## src/common/dim_regs.svh

```systemverilog
/*
 * Selector codes, terminal defaults and timing counts for the
 * digital input function mapper. Assumes a 250 MHz system clock.
 */
`ifndef DIM_REGS_SVH
`define DIM_REGS_SVH

`define DIM_CLK_MHZ        250
`define DIM_PULSE_MIN_MS   14
`define DIM_PULSE_MIN_CYC  (`DIM_PULSE_MIN_MS * 1000 * `DIM_CLK_MHZ)

`define DIM_CODE_NONE      6'h00
`define DIM_CODE_RESET     6'h01
`define DIM_CODE_COAST     6'h02
`define DIM_CODE_RSTCOAST  6'h03
`define DIM_CODE_QSTOP     6'h04
`define DIM_CODE_DCHALT    6'h05
`define DIM_CODE_STOP      6'h06
`define DIM_CODE_START     6'h07
`define DIM_CODE_LSTART    6'h08
`define DIM_CODE_REV       6'h09
`define DIM_CODE_STARTREV  6'h0A
`define DIM_CODE_FWD       6'h0B
`define DIM_CODE_BWD       6'h0C
`define DIM_CODE_JOG       6'h0D
`define DIM_CODE_FRZREF    6'h0E
`define DIM_CODE_FRZOUT    6'h0F
`define DIM_CODE_SPDUP     6'h10
`define DIM_CODE_SPDDN     6'h11
`define DIM_CODE_CATCH     6'h13
`define DIM_CODE_SLOW      6'h14
`define DIM_CODE_RAMP2     6'h15
`define DIM_CODE_PRE_LSB   6'h16
`define DIM_CODE_PRE_MSB   6'h17
`define DIM_CODE_PRE_ON    6'h18
`define DIM_CODE_ACC_HALT  6'h1A
`define DIM_CODE_ACC_SS    6'h1B
`define DIM_CODE_PULSEREF  6'h1C
`define DIM_CODE_PULSEFB   6'h1D
`define DIM_CODE_PULSEIN   6'h1E
`define DIM_CODE_SET_LSB   6'h1F
`define DIM_CODE_SET_MSB   6'h20
`define DIM_CODE_RSTSTART  6'h21
`define DIM_CODE_ENCREF    6'h22
`define DIM_CODE_ENCIN     6'h24

`define DIM_DEF_SEL0       6'h07
`define DIM_DEF_SEL1       6'h09
`define DIM_DEF_SEL2       6'h03
`define DIM_DEF_SEL3       6'h0D
`define DIM_DEF_SEL4       6'h00

`endif

```

## src/common/dim_pkg.sv

```systemverilog
/*
 * Types for the digital input function mapper.
 * Assumes five terminals with six-bit selector codes.
 */
package dim_pkg;
	typedef logic [5:0] dim_code_t;

	typedef struct packed {
		logic coast;
		logic quickStop;
		logic dcBrake;
		logic rampStop;
		logic run;
		logic reverse;
		logic onlyForward;
		logic onlyBackward;
		logic fixedSpeed;
		logic freezeRef;
		logic freezeOut;
		logic alarmClear;
	} dim_cmd_t;

	typedef struct packed {
		logic speedUp;
		logic speedDown;
		logic catchUp;
		logic slowDown;
		logic ramp2;
		logic presetLsb;
		logic presetMsb;
		logic presetOn;
		logic setupLsb;
		logic setupMsb;
		logic accurateHalt;
		logic accurateStartStop;
		logic resetStart;
	} dim_aux_t;
endpackage

```

## src/verilog/dim_input_cond.sv

```systemverilog
/*
 * Input conditioner for one terminal: two-stage synchroniser, edge
 * pulses and a high/low width qualifier. Assumes pins synchronous-ish.
 */
module dim_input_cond #(
	parameter int MIN_CYC = 3500000
) (
	// clock and reset
	input  wire logic sys_clk,
	input  wire logic resetn,
	// terminal
	input  wire logic pin,
	// conditioned outputs
	output logic      level,
	output logic      rise,
	output logic      fall,
	output logic      longHighPulse
);
	logic        stage1;
	logic        stage2;
	logic [31:0] widthCount;
	logic        lowSeen;

	always_ff @(posedge sys_clk or negedge resetn) begin
		if (!resetn) begin
			stage1 <= 1'b0;
			stage2 <= 1'b0;
			level  <= 1'b0;
		end else begin
			stage1 <= pin;
			stage2 <= stage1;
			level  <= stage2;
		end
	end

	assign rise = stage2 & ~level;
	assign fall = ~stage2 & level;

	// pulse qualifies once high long enough after a long enough low
	always_ff @(posedge sys_clk or negedge resetn) begin
		if (!resetn) begin
			widthCount    <= 32'h00000000;
			lowSeen       <= 1'b0;
			longHighPulse <= 1'b0;
		end else begin
			longHighPulse <= 1'b0;
			if (rise || fall) begin
				if (fall && widthCount >= 32'(MIN_CYC))
					lowSeen <= 1'b0;
				if (rise)
					lowSeen <= lowSeen | (widthCount >= 32'(MIN_CYC));
				widthCount <= 32'h00000000;
			end else begin
				if (widthCount != 32'hFFFFFFFF)
					widthCount <= widthCount + 32'h00000001;
				if (level && widthCount == 32'(MIN_CYC) - 32'h00000001) begin
					longHighPulse <= lowSeen;
					lowSeen       <= 1'b0;
				end
				if (!level && widthCount == 32'(MIN_CYC) - 32'h00000001)
					lowSeen <= 1'b1;
			end
		end
	end
endmodule

```

## src/verilog/dim_mapper.sv

```systemverilog
/*
 * Digital input function mapper: five terminals, each with a selector,
 * mapped to drive commands for ramp, brake and output stage.
 * Assumes selectors, parameters and mode bits come from outside.
 */
// What this block does
// - each of five inputs has its own function selector
// - code 0 ignores the input entirely
// - code 1 rising edge clears alarm; trip-locked alarms need power cycle
// - code 2 low level disables output stage, motor coasts
// - code 3 low coasts; falling edge also clears alarm
// - code 4 low starts quick-stop ramp down
// - code 5 low applies DC braking only if time and voltage nonzero
// - code 6 low ramps down using selected ramp
// - code 7 level start: high runs, low stops
// - code 8 starts on high pulse of 14 ms if no stop present
// - code 9 high reverses without start; ignored in closed loop
// - code 10 starts and reverses; ignored in closed loop
// - codes 11 and 12 start restricted clockwise or anticlockwise
// - code 13 forces jog frequency unless coast, quick stop or DC brake
// - code 14 freezes reference, kept over stop and mains loss
// - code 15 freezes output frequency, changed only by speed pulses
// - codes 16 to 33 pass to the reference and setup logic
// - precise, pulse and encoder codes only on allowed terminals
// - pulse codes refused on fourth input when pulse output active
// - defaults are start, reversing, reset-coast, jog, none
// - speed pulse 14 ms low, then 14 ms high, steps by one unit
// - while output frozen only coast, quick stop, DC brake stop
`include "dim_regs.svh"

module dim_mapper #(
	parameter int NUM_IN  = 5,
	parameter int MIN_CYC = `DIM_PULSE_MIN_CYC
) (
	// clock and reset
	input  wire logic                 sys_clk,
	input  wire logic                 resetn,
	// terminals
	input  wire logic [NUM_IN-1:0]    terminal,
	// configuration
	input  wire logic                 factoryReset,
	input  wire logic                 selectorWrite,
	input  wire logic [2:0]           selectorIndex,
	input  wire dim_pkg::dim_code_t   selectorCode,
	input  wire logic                 closedLoop,
	input  wire logic                 pulseOutputSel,
	input  wire logic                 dcTimeNonzero,
	input  wire logic                 dcVoltNonzero,
	input  wire logic                 tripLocked,
	// status
	output dim_pkg::dim_code_t        selector [NUM_IN],
	output logic                      selectorRejected,
	// commands
	output dim_pkg::dim_cmd_t         cmd,
	output dim_pkg::dim_aux_t         aux,
	output logic                      stepUp,
	output logic                      stepDown
);
	logic [NUM_IN-1:0] level;
	logic [NUM_IN-1:0] rise;
	logic [NUM_IN-1:0] fall;
	logic [NUM_IN-1:0] longPulse;
	logic              latchedRun;
	dim_pkg::dim_cmd_t next_cmd;
	dim_pkg::dim_aux_t next_aux;
	logic              next_stepUp;
	logic              next_stepDown;

	genvar g;
	generate
		for (g = 0; g < NUM_IN; g++) begin : gen_in
			dim_input_cond #(
				.MIN_CYC (MIN_CYC)
			) u_cond (
				.sys_clk       (sys_clk),
				.resetn        (resetn),
				.pin           (terminal[g]),
				.level         (level[g]),
				.rise          (rise[g]),
				.fall          (fall[g]),
				.longHighPulse (longPulse[g])
			);
		end
	endgenerate

	function automatic dim_pkg::dim_code_t defaultCode(input int idx);
		unique case (idx)
			0:       defaultCode = `DIM_DEF_SEL0;
			1:       defaultCode = `DIM_DEF_SEL1;
			2:       defaultCode = `DIM_DEF_SEL2;
			3:       defaultCode = `DIM_DEF_SEL3;
			default: defaultCode = `DIM_DEF_SEL4;
		endcase
	endfunction

	// which codes a terminal may take
	function automatic logic codeAllowed(input int idx, input dim_pkg::dim_code_t c,
			input logic pulseOut);
		logic lastTwo;
		lastTwo = (idx >= NUM_IN - 2);
		if (c == 6'h12 || c == 6'h19 || c > 6'h24)
			codeAllowed = 1'b0;
		else if (c == `DIM_CODE_ACC_HALT || c == `DIM_CODE_ACC_SS)
			codeAllowed = (idx < 2);
		else if (c == `DIM_CODE_PULSEREF || c == `DIM_CODE_PULSEFB)
			codeAllowed = lastTwo && !(idx == NUM_IN - 2 && pulseOut);
		else if (c == `DIM_CODE_PULSEIN)
			codeAllowed = (idx == NUM_IN - 1);
		else if (c >= `DIM_CODE_ENCREF)
			codeAllowed = lastTwo;
		else
			codeAllowed = 1'b1;
	endfunction

	// selector store
	always_ff @(posedge sys_clk or negedge resetn) begin
		if (!resetn) begin
			for (int i = 0; i < NUM_IN; i++)
				selector[i] <= defaultCode(i);
			selectorRejected <= 1'b0;
		end else if (factoryReset) begin
			for (int i = 0; i < NUM_IN; i++)
				selector[i] <= defaultCode(i);
			selectorRejected <= 1'b0;
		end else if (selectorWrite) begin
			if (int'(selectorIndex) < NUM_IN &&
					codeAllowed(int'(selectorIndex), selectorCode, pulseOutputSel)) begin
				selector[selectorIndex] <= selectorCode;
				selectorRejected        <= 1'b0;
			end else begin
				selectorRejected <= 1'b1;
			end
		end
	end

	// command decode
	always_comb begin
		logic anyStop;
		logic anyStart;
		logic startHigh;
		logic startRev;
		logic lstartPulse;
		anyStop       = 1'b0;
		anyStart      = 1'b0;
		startHigh     = 1'b0;
		startRev      = 1'b0;
		lstartPulse   = 1'b0;
		next_cmd      = '0;
		next_aux      = '0;
		next_stepUp   = 1'b0;
		next_stepDown = 1'b0;
		for (int i = 0; i < NUM_IN; i++) begin
			unique case (selector[i])
				`DIM_CODE_NONE:     ;
				`DIM_CODE_RESET:    next_cmd.alarmClear |= rise[i] & ~tripLocked;
				`DIM_CODE_COAST:    next_cmd.coast |= ~level[i];
				`DIM_CODE_RSTCOAST: begin
					next_cmd.coast      |= ~level[i];
					next_cmd.alarmClear |= fall[i] & ~tripLocked;
				end
				`DIM_CODE_QSTOP:    next_cmd.quickStop |= ~level[i];
				`DIM_CODE_DCHALT:
					next_cmd.dcBrake |= ~level[i] & dcTimeNonzero & dcVoltNonzero;
				`DIM_CODE_STOP:     anyStop |= ~level[i];
				`DIM_CODE_START:    startHigh |= level[i];
				`DIM_CODE_LSTART:   lstartPulse |= longPulse[i];
				`DIM_CODE_REV:      next_cmd.reverse |= level[i] & ~closedLoop;
				`DIM_CODE_STARTREV: startRev |= level[i] & ~closedLoop;
				`DIM_CODE_FWD: begin
					startHigh |= level[i];
					next_cmd.onlyForward |= level[i];
				end
				`DIM_CODE_BWD: begin
					startHigh |= level[i];
					next_cmd.onlyBackward |= level[i];
				end
				`DIM_CODE_JOG:      next_cmd.fixedSpeed |= level[i];
				`DIM_CODE_FRZREF:   next_cmd.freezeRef |= level[i];
				`DIM_CODE_FRZOUT:   next_cmd.freezeOut |= level[i];
				`DIM_CODE_SPDUP:    next_stepUp |= longPulse[i];
				`DIM_CODE_SPDDN:    next_stepDown |= longPulse[i];
				`DIM_CODE_CATCH:    next_aux.catchUp |= level[i];
				`DIM_CODE_SLOW:     next_aux.slowDown |= level[i];
				`DIM_CODE_RAMP2:    next_aux.ramp2 |= level[i];
				`DIM_CODE_PRE_LSB:  next_aux.presetLsb |= level[i];
				`DIM_CODE_PRE_MSB:  next_aux.presetMsb |= level[i];
				`DIM_CODE_PRE_ON:   next_aux.presetOn |= level[i];
				`DIM_CODE_ACC_HALT: begin
					next_aux.accurateHalt |= ~level[i];
					anyStop |= ~level[i];
				end
				`DIM_CODE_ACC_SS:   begin
					next_aux.accurateStartStop |= level[i];
					startHigh |= level[i];
				end
				`DIM_CODE_SET_LSB:  next_aux.setupLsb |= level[i];
				`DIM_CODE_SET_MSB:  next_aux.setupMsb |= level[i];
				`DIM_CODE_RSTSTART: begin
					next_aux.resetStart |= level[i];
					startHigh |= level[i];
					next_cmd.alarmClear |= rise[i] & ~tripLocked;
				end
				default:            ;
			endcase
		end
		// down/up steps only act while something is frozen
		next_stepUp   &= next_cmd.freezeRef | next_cmd.freezeOut;
		next_stepDown &= next_cmd.freezeRef | next_cmd.freezeOut;
		// speed down wins when both are pulsed
		next_stepUp &= ~next_stepDown;
		// reversing-start conflicts with any other start
		anyStart = startHigh | latchedRun | lstartPulse;
		if (startRev && !anyStart) begin
			next_cmd.reverse = 1'b1;
			anyStart         = 1'b1;
		end
		if (next_cmd.freezeOut)
			anyStop = 1'b0;
		next_aux.accurateHalt &= ~next_cmd.freezeOut;
		next_cmd.rampStop = anyStop & ~next_cmd.freezeOut;
		next_cmd.run = anyStart & ~anyStop & ~next_cmd.coast & ~next_cmd.quickStop
			& ~next_cmd.dcBrake;
		if (next_cmd.coast || next_cmd.quickStop || next_cmd.dcBrake)
			next_cmd.fixedSpeed = 1'b0;
	end

	// latched start holds until a stop
	always_ff @(posedge sys_clk or negedge resetn) begin
		if (!resetn)
			latchedRun <= 1'b0;
		else if (next_cmd.rampStop || next_cmd.coast || next_cmd.quickStop ||
				next_cmd.dcBrake)
			latchedRun <= 1'b0;
		else if (|longPulse && !next_cmd.rampStop) begin
			for (int i = 0; i < NUM_IN; i++)
				if (selector[i] == `DIM_CODE_LSTART && longPulse[i])
					latchedRun <= 1'b1;
		end
	end

	always_ff @(posedge sys_clk or negedge resetn) begin
		if (!resetn) begin
			cmd      <= '0;
			aux      <= '0;
			stepUp   <= 1'b0;
			stepDown <= 1'b0;
		end else begin
			cmd      <= next_cmd;
			aux      <= next_aux;
			stepUp   <= next_stepUp;
			stepDown <= next_stepDown;
		end
	end
endmodule

```

## config.mk

```make
export PLATFORM = sky130hd
export DESIGN_NAME = dim_mapper
export DESIGN_NICKNAME = d
export VERILOG_FILES = /design/src/common/dim_pkg.sv /design/src/verilog/dim_input_cond.sv /design/src/verilog/dim_mapper.sv
export VERILOG_INCLUDE_DIRS = /design/src /design/src/common
export SDC_FILE = /design/constraint.sdc
export NUM_CORES = 1
export LEC_CHECK = 0
export ABC_AREA = 1
export ABC_CLOCK_PERIOD_IN_PS = 1930
export BUFFER_PORTS_ARGS = -buffer_cell sky130_fd_sc_hd__buf_2
export CORE_MARGIN = 3
export CORE_UTILIZATION = 49
export CTS_CLUSTER_DIAMETER = 100
export CTS_CLUSTER_SIZE = 40
export DETAILED_ROUTE_END_ITERATION = 6
export PLACE_DENSITY = 0.77
export SLEW_MARGIN = 25
export SYNTH_ARGS = -nofsm -noshare
export SYNTH_HDL_FRONTEND = slang
export SYNTH_SLANG_ARGS = --single-unit
export TNS_END_PERCENT = 100
```

## constraint.sdc

```tcl
create_clock -name sys_clk -period 1.93 [get_ports sys_clk]
set_input_delay 0.2895 -clock sys_clk [delete_from_list [all_inputs] [get_ports sys_clk]]
set_output_delay 0.2895 -clock sys_clk [all_outputs]
set_load 0.005 [all_outputs]
```

* Word level (Yosys, flattened, before mapping)
Index checks and enable logic that the tools add are counted.
** Word-level totals
- Memory bits (read-only) :: 0
- Register bits after elaboration :: 242
- Logic and storage cells :: 723
- Memories :: 0
- Bits in writable memories :: 0
- Input port bits :: 23
- Latch bits :: 0
** Operators by class
- Shift operators :: 0
- Muxes and demuxes :: 207
- Div/mod/pow operators :: 0
- Add/subtract/negate cells :: 5
- Bitwise operators :: 183
- $lt $le $gt $ge :: 12
- $mul :: 0
- Eq/ne operators :: 164
- Reduce and logical (&&, ||, !) cells :: 90
** Operator list (count)
- $eq A6 B5 Y1 const B :: 62
- $mux W32 :: 10
- $eq A6 B4 Y1 const B :: 40
- $mux W1 :: 186
- $add A32 B1 Y32 const B :: 5
- $eq A32 B22 Y1 const B :: 5
- $ge A32 B22 Y1 const B :: 5
- $ne A32 B32 Y1 const B :: 5
- $eq A6 B3 Y1 const B :: 20
- $or A1 B1 Y1 :: 120
- $mux W30 :: 3
- $eq A6 B2 Y1 const B :: 10
- $eq A6 B6 Y1 const B :: 10
- $and A1 B1 Y1 :: 44
- $bwmux W30 :: 1
- $eq A6 B1 Y1 const B :: 5
- $reduce_or A2 Y1 :: 15
- $reduce_or A5 Y1 :: 6
- $logic_and A1 B1 Y1 :: 26
- $demux W6 S3 :: 1
- $not A1 Y1 :: 18
- $reduce_bool A2 Y1 :: 8
- $ne A3 B2 Y1 const B :: 5
- $reduce_bool A3 Y1 :: 5
- 15 further kinds :: 46

* Longest topological paths before layout
Gate-level depths: netlist (run 1).
- Word-level depth :: 20
- Gate-level depth with buffers :: 13

* By module
From an unflattened synthesis (run 1), not the netlist that was laid out.
** Unflattened totals
- Cells, all modules :: 2448
- Area total of the unflattened synthesis :: 16333.2 sq um
** By module, submodules not included
- dim_input_cond at gen_in[0].u_cond ... :: cells an instance 357, area each 2451.1 sq um, instances 4
- dim_mapper :: cells an instance 666, area each 4159.0 sq um, instances 1
- dim_input_cond at gen_in[4].u_cond :: cells an instance 354, area each 2369.8 sq um, instances 1

* Worst setup path before layout (run 1)
No wires, ideal clock.
- Path type :: register -> register
- From :: register gen_in[1].u_cond.widthCount[0]
- To :: register gen_in[1].u_cond.widthCount[17]
- Data arrival time :: 1499 ps
- Stages on the path, launching flop included :: 12
- Clock period less this slack :: 1633 ps
- Path slack :: 297 ps
- Path through :: dfrtp_1 ha_1 nand2_2 nor2_4 nand2_1 inv_2 nand3_2 nor2_4 nand2_2 buf_6 a21oi_1 nor3_1
** On the way
- Cells in the longest elaborated chain, start to end :: 3
- Elaborated cells on any way between the ends :: 5
** Ends and longest elaborated chain
- start: declaration :: line dim_input_cond.sv:21 : logic [31:0] widthCount;
- start signal: assignment :: line dim_input_cond.sv:55 : widthCount <= widthCount + 32'h00000001;
- $add A32 B1 Y32 :: line dim_input_cond.sv:55
- $mux W32 :: line dim_input_cond.sv:54 : if (widthCount != 32'hFFFFFFFF)
- $mux W32 :: line dim_input_cond.sv:47 : if (rise || fall) begin
Parallel ways exist; a longest one is shown, timed or not. The select of a mux whose other input is x is not followed.
A chain may end at the register's enable or synchronous reset.

==> results of run 1 <==
-- state kept, by name (all words and copies together) (netlist names) --
register and flops:
gen_in.u_cond.widthCount 160, selector 30, cmd 12, aux 11, gen_in.u_cond.level 5, gen_in.u_cond.longHighPulse 5, gen_in.u_cond.lowSeen 5, gen_in.u_cond.stage1 5
gen_in.u_cond.stage2 5, latchedRun 1, selectorRejected 1, stepDown 1, stepUp 1
-- cell type report --
cell class	instances	area (sq um)	share of cell area, %
Multi-Input combinational cell	1668	8300	46.8
Sequential cell	242	6070	34.2
Timing Repair Buffer	185	1280	7.24
Inverter	299	1120	6.33
Tap cell	396	495	2.79
Clock buffer	13	325	1.83
Clock inverter	8	131	0.741
-- cells in the mapped netlist (19+ instances only) --
cell type / number
sky130_fd_sc_hd__nand3_1: 186
sky130_fd_sc_hd__a31oi_1: 31
sky130_fd_sc_hd__o21ai_0: 93
sky130_fd_sc_hd__a21oi_1: 52
sky130_fd_sc_hd__ha_1: 20
sky130_fd_sc_hd__dfrtp_1: 232
sky130_fd_sc_hd__nand2_2: 19
sky130_fd_sc_hd__nand4_1: 64
sky130_fd_sc_hd__or2_2: 24
sky130_fd_sc_hd__o21ai_1: 27
sky130_fd_sc_hd__xor2_1: 27
sky130_fd_sc_hd__nor2_1: 317
sky130_fd_sc_hd__nand2_1: 542
sky130_fd_sc_hd__inv_1: 280
sky130_fd_sc_hd__nor3_1: 120
-- routing by layer --
metal	vias up	GRT usage, %	wire [um]
met2	602	50.0	23900
met4	0	9.34	1830
li1	7724	-	-
met1	7513	39.3	21800
met5	-	0	0
met3	102	2.76	2890
-- repair_timing --
item                       CTS  global route
buffers inserted             0             7
hold endpoints to repair    50             0
gates resized for setup      0            24
setup endpoints to repair    0            45
hold buffers                 7             0
-- critical path: stages (launching register included) --
cell and delay [ns]:
sky130_fd_sc_hd__dfstp_2 0.64, sky130_fd_sc_hd__inv_1 0.08, sky130_fd_sc_hd__nand2_1 0.10, sky130_fd_sc_hd__nor2_1 0.09, sky130_fd_sc_hd__o211ai_1 0.41, sky130_fd_sc_hd__nand3_1 0.15
sky130_fd_sc_hd__nor2_1 0.24, sky130_fd_sc_hd__nor2_1 0.06
-- report_power, final --
part	switching (W)	total (W)	internal [W]
Combinational	0.000760	0.00110	0.000345
Clock	0.00199	0.00337	0.00139
Sequential	0.000121	0.00531	0.00519
-- per-stage QoR --
stage	util, %	setup TNS [ns]	power [W]	instances	hold slack [ns]
2_1_floorplan	-	0	0.00594	2248	-0.00609
3_3_place_gp	55.0	0	0.00646	2775	0.261
3_5_place_dp	55.0	0	0.00648	2775	0.265
4_1_cts	56.7	0	0.00986	2803	0.0474
5_1_grt	57.2	-0.159	0.0102	2811	0.0576
6_report	57.2	0	0.00979	2811	0.0520
-- kinds of logic after synthesis --
kind of cell,share of synthesized area (%)
and+or+nand+nor,38.8
other,0.0240
AOI/OAI and AO/OA,10.3
adders and majority gates,1.60
DFF,38.9
buffers and inverters,8.53
xor gates and xnor gates,1.80
-- worst paths after layout --
check | startpoint | end | slack, ns | cells past startpoint
max in group asynchronous | resetn | selector[9] | 0.95 | 3
min in group asynchronous | resetn | gen_in[2].u_cond.widthCount[27] | 0.30 | 2
max reg2reg | selector[13] | cmd[0] | 0.07 | 7
max | selector[13] | cmd[0] | 0.07 | 7
min | selectorWrite | selectorRejected | 0.05 | 3
min reg2reg | gen_in[0].u_cond.stage1 | gen_in[0].u_cond.stage2 | 0.36 | 0
==> results.md, run 1 <==
Critical path:
- The critical setup path kind is flop to flop.
- The kind of launch point of the worst setup path is a flop.
- The element type at the critical path end is a flop.
- Data arrives at the worst endpoint at between 2 and 2.5 ns.
- Data on the critical path is required at its endpoint by 2.34 ns.
- The maximum fanout along the worst path is 9.

Floorplanning:
- In this run the standard cell core region covers about 0.031 sq mm.
- The I/O pin total is 81.
- From bottom edge to top edge, the die measures 184 um.
- The area enclosed by the die boundary is 0.0340 sq mm.
- For this configuration, the core starts out at a cell density of between 50% and 60%.
- The number of rows in the core area is 64.
- The die is 184 um wide.

STA:
- Static timing analysis puts the maximum clock frequency at 537 MHz.
- The relative max-transition margin is between 60% and 70%.
- Setup repair after global routing could not meet its margin everywhere.
- The slew at the pin closest to its max-slew limit is ~0.52 ns.
- The hold violation count in the final report is 0.
- The clock period minus final worst setup slack is roughly 1.9 ns.
- The count of final setup violators is 0.
- The smallest setup slack after layout is approximately 0.069 ns.
- The count of final max-slew check failures is 0.
- Across the routed clock network, the largest skew measured is ~0.024 ns.
- Dividing the final minimum period by the clock period gives a little over nine tenths.

Clock network:
- In this run the number of H-tree levels came out at 1.
- The number of clock buffers inserted by TritonCTS is 13.
- The clock reaches the later pin of the worst-skew pair after slightly above 0.5 ns.
- The longest clock path from root to sink contains 3 buffers.
- TritonCTS built the clock tree.
- The clock transition time at the flip-flop clock pins of the worst setup and hold paths is between 0.1 and 0.15 ns.
- The root buffer cell chosen for the clock tree is sky130_fd_sc_hd__clkbuf_16.
- Counting every sink on the clock net gives 242.

Synth:
- The area share of the leading cell type in the synthesized netlist is between 30 and 40%.
- The number of distinct standard cells referenced by the synthesized netlist is 63.
- The number of enable-type register cells in the synthesized netlist is 0.
- The mean instance size in the synthesized netlist is 6.94 sq um.
- Synthesis handed over a netlist of between 2000 and 2500 instances.
- Sequential elements use roughly two fifths of the synthesized area.
- The synthesized flop and latch total is approximately 240.
- The synthesized area is between 0.015 and 0.02 sq mm.
- The synthesized design spends more area on one cell type than any other, namely sky130_fd_sc_hd__dfrtp_1.
- By area the synthesized netlist is led by sky130_fd_sc_hd__dfrtp_1 37%, sky130_fd_sc_hd__nand2_1 13%, sky130_fd_sc_hd__nor2_1 7.6%, sky130_fd_sc_hd__inv_1 6.7%, sky130_fd_sc_hd__nand3_1 6.0%.
- The most used flip-flop cell after synthesis is sky130_fd_sc_hd__dfrtp_1.
- The number of warnings issued by yosys is 0.
- Of all flip-flops after synthesis, the portion carrying an async set or reset was 100%.

Routing:
- The total wirelength of the detailed-routed design is between 50 and 60 mm.
- After detailed routing, the number of remaining DRC violations is 0.
- The number of violations reported at the end of detailed-routing iteration 0 is ~1300.
- The average wire per cell in the routed design is roughly 18 um.
- The residual antenna-violating net count after detailed routing is 0.
- The total vias in the final route is between 15000 and 20000.
- In the routed layout, each cell is associated on average with a via count of between 5 and 6.
- The number of detailed-route iterations in the first pass is 6.

Power and ir drop:
- Dividing total power by cell area gives a power density of about 550 mW/mm^2.
- For this design the static power due to leakage is roughly 8.5 nW.
- The worst ir drop on vdd is between 0.0005 and 0.0006 V.

Placed design:
- The area of placed instances is roughly 0.017 sq mm.
- The congestion estimate from routability-driven global placement came to about 1.0.
- The count of buffers added on input and output ports is between 70 and 80.
- The HPWL after detailed placement is about 40 mm.
- The post-placement setup slack is between 0.03 and 0.04 ns.

GRT:
- The number of global-route vias before repair was 15300.
- The maximum number of pins on one net before global-route repair is 55.
- The overall overflow remaining after global route is 0.
- The all-layer global routing usage is about 30%.
- The global-route wire length before repair is 80.5 mm.
- The initial antenna violation count came to 0.

Final layout:
- The fraction of layout cells with a size suffix above 1 is between 10% and 20%.
- The repair_antennas step left the layout with diodes totalling 0.
- The layout has about 3000 filler cells.
- The signed area change from the synthesized netlist to the final layout is 13.7%.
- The finished cells cover around 0.018 sq mm.
- The most common cell after layout, fill and taps aside is sky130_fd_sc_hd__nand2_1.
- Leaving out fill and tap cells, the most frequent cells in the layout are 541 x sky130_fd_sc_hd__nand2_1, 312 x sky130_fd_sc_hd__nor2_1, 280 x sky130_fd_sc_hd__inv_1.
- In the final design database the tool counted approximately 2500 nets.

Status:
- The run finished with clean final reports.

Hold path:
- The class of the most critical hold timing path is input pin to flop.

Job:
- The tool flagged a number of max-cap violations equal to 0.
Power figures use the tool's default switching activity.
==> inputs of run 2 (changes only) <==
CORE_MARGIN = 8   (was 3)
==> results.md, run 2 (synthesis results as in run 1) <==
Status:
- The run finished with clean final reports.

Power and ir drop:
- The switching power total is approximately 0.0028 W.
- The power density over the cells is 554 mW/mm^2.
- The standby leakage power is 8.45 nW.
- The combinational cell fraction of total power is a little over a tenth.
- Net switching is around 28% of the power.
- Sequential cells account for between 50 and 60% of the total power.
- The worst-case IR drop observed on VDD is 0.000424 V.
- The clock network fraction of total power is 34.7%.
- Cell internal power was estimated by the tool at about 0.0070 W.

Routing:
- The number of violations reported at the end of detailed-routing iteration 0 is around 1300.
- Dividing the detail-routed wire length by the instance count gives about 18 um.
- In this run the remaining antenna-violating nets after routing total 0.
- The pre-antenna-repair detailed-routing pass consisted of 6 iterations.
- The total vias in the final route is roughly 16000.
- After detailed routing, the number of remaining DRC violations is 0.
- The total wirelength of the detailed-routed design is about 50 mm.
- Using the TritonRoute via totals, the vias-per-cell ratio works out to 5.68.

Placed design:
- OpenSTA, run right after detailed placement, puts the worst setup slack at about 0.011 ns.
- The cell total after placement is 2774.
- The count of buffers from port buffering is 78.
- The HPWL after detailed placement is 39.9 mm.
- At the end of routability-driven placement, the weighted congestion stood at 1.03.

STA:
- The final worst clock skew is about 0.017 ns.
- Setup violations remaining at the end of the flow were counted as 0.
- The share of the cycle needed by the critical path after routing is a little over nine tenths.
- The hold violation count in the final report is 0.
- Static timing analysis puts the maximum clock frequency at about 530 MHz.
- The clock period minus final worst setup slack is 1.87 ns.
- Setup repair after global routing could not meet its margin everywhere.
- The relative max-transition margin is between 60% and 70%.
- The count of final max-slew check failures is 0.
- The smallest setup slack after layout is between 0.05 and 0.06 ns.
- For the pin with the worst max-slew slack, the measured transition is roughly 0.54 ns.

Floorplanning:
- The width of the die is between 150 and 200 um.
- 81 I/O pins were placed.
- The starting utilization of the core area is around half.
- The floorplan has 65 rows.
- The floorplan step set the die height to 194 um.
- The core region is around 0.031 sq mm.
- The area enclosed by the die boundary is roughly 0.038 sq mm.

Final layout:
- Once layout is complete, the cells apart from fillers number 2813.
- In the final layout, the registers with the most flip-flops are gen_in.u_cond.widthCount (160), selector (30), cmd (12).
- The post-layout net count is between 2000 and 2500.
- The top cell types in the final layout, fill and taps aside, are 542 x sky130_fd_sc_hd__nand2_1, 310 x sky130_fd_sc_hd__nor2_1, 279 x sky130_fd_sc_hd__inv_1.
- The utilization of the core after routing is about 56%.
- The signed area change from the synthesized netlist to the final layout is 13.4%.
- The fraction of layout cells with a size suffix above 1 is 13.7%.
- The repair_antennas step left the layout with diodes totalling 0.
- The largest register by flop count is gen_in.u_cond.widthCount.
- The flip-flop count of the largest register, all copies and words added is 160.
- The library cell used most frequently in the layout, excluding fill and tap cells, is sky130_fd_sc_hd__nand2_1.

GRT:
- Entering global routing, the biggest net connects 52 pins.
- Global routing used 44.5% of the available met2 tracks.
- The initial antenna violation count was 0.
- The routing usage on met3 is 3.61%.
- For this run, global-route usage on met1 was measured as between 30 and 40%.
- The global-route wire length before repair is ~80 mm.
- Global routing consumed, over all layers together, between 20 and 30% of the routing resources.
- The overall overflow remaining after global route is 0.
- The global routing's busiest layer is met2.
- The number of global-route vias before repair is ~15000.

Clock network:
- TritonCTS built the clock tree.
- At the later pin of the worst-skew pair, clock insertion delay measures ~0.5 ns.
- Clock tree synthesis inserted a total of 14 buffers.
- The clock passes through at most 3 buffers.
- The root buffer selected by CTS is sky130_fd_sc_hd__clkbuf_16.
- The H-tree depth reported by CTS is 1.
- Clock tree synthesis found a total of about 240 sinks.
- The clock transition time at the flip-flop clock pins of the worst setup and hold paths is ~0.1 ns.

Job:
- Across the run, the number of max-cap violations was 0.

Critical path:
- The maximum fanout along the worst path is 11.
- The critical path is of the flop to flop type.
- The worst endpoint data arrival time is between 2 and 2.5 ns.
- Data on the critical path is required at its endpoint by about 2.4 ns.
- The element type at the critical path end is a flop.
- STA classifies the critical path startpoint as a flop.

Hold path:
- The class of the most critical hold timing path is input pin to flop.
-- run 2: changes by cell type in the layout (fill, tap and decap cells not counted), sizes merged --
cell / change
inv: -1
buf: -7
clkinvlp: +3
clkinv: -1
clkbuf: +2
-- run 2: worst max-delay path, cell delays in order, from the launching register on --
cell	delay, ns
sky130_fd_sc_hd__dfrtp_1	0.54
sky130_fd_sc_hd__ha_1	0.42
sky130_fd_sc_hd__inv_1	0.09
sky130_fd_sc_hd__nor2_1	0.33
sky130_fd_sc_hd__nand2_2	0.24
sky130_fd_sc_hd__a41oi_2	0.18
-- run 2: cell type report --
class | instances | area [sq um]
sequential | 242 | 6070
timing repair buffer | 178 | 1230
multi-input combinational | 1668 | 8280
fill | 3050 | 13800
clock buffer | 15 | 375
inverter | 299 | 1130
tap | 402 | 503
clock inverter | 9 | 91.3
-- run 2: repair_timing --
action / CTS / global route
pin swaps: 0 / 2
resized for setup: 1 / 25
hold endpoints to repair: 48 / 0
cloned: 0 / 1
hold buffers: 7 / 0
buffers inserted: 0 / 7
endpoints found under the setup margin: 1 / 37
-- run 2: through the flow --
| step | area (sq um) | TNS (ns) | hold slack [ns] | total power [W] |
|---|---|---|---|---|
| 3_5_place_dp | 17000 | 0 | 0.233 | 0.00644 |
| 2_1_floorplan | 15600 | 0 | -0.00609 | 0.00594 |
| 5_1_grt | 17700 | -0.00267 | 0.0686 | 0.0102 |
| 6_report | 17700 | 0 | 0.0478 | 0.00979 |
| 3_3_place_gp | 17000 | -0.0111 | 0.233 | 0.00642 |
| 4_1_cts | 17500 | 0 | 0.0434 | 0.00985 |
-- run 2: worst paths after layout --
check,startpoint,end,slack (ns),cells past startpoint
worst min-delay path,selectorWrite,selectorRejected,0.05,3
worst max register to register,gen_in[4].u_cond.level,gen_in[4].u_cond.widthCount[17],0.06,5
max in group asynchronous,resetn,selector[8],0.96,3
worst min register to register,gen_in[1].u_cond.stage1,gen_in[1].u_cond.stage2,0.35,0
min in group asynchronous,resetn,gen_in[2].u_cond.widthCount[7],0.28,2
worst max-delay path,gen_in[4].u_cond.level,gen_in[4].u_cond.widthCount[17],0.06,5
-- run 2: power groups by stage --
stage                     clock, W  combinational (W)  sequential (W)
final                      0.00340            0.00108         0.00532
after global routing       0.00365            0.00120         0.00533
after CTS                  0.00349            0.00104         0.00532
after detailed placement         0            0.00103         0.00541
after global placement           0            0.00102         0.00541
after floorplan                  0           0.000562         0.00538
-- run 2: metal layers --
metal / wire length, um / vias up / part of all wire (%)
met1: 20800 / 7585 / 41
li1: - / 7699 / -
met5: 0 / - / 0
met3: 3170 / 123 / 6.3
met4: 1890 / 0 / 3.8
met2: 24300 / 575 / 48
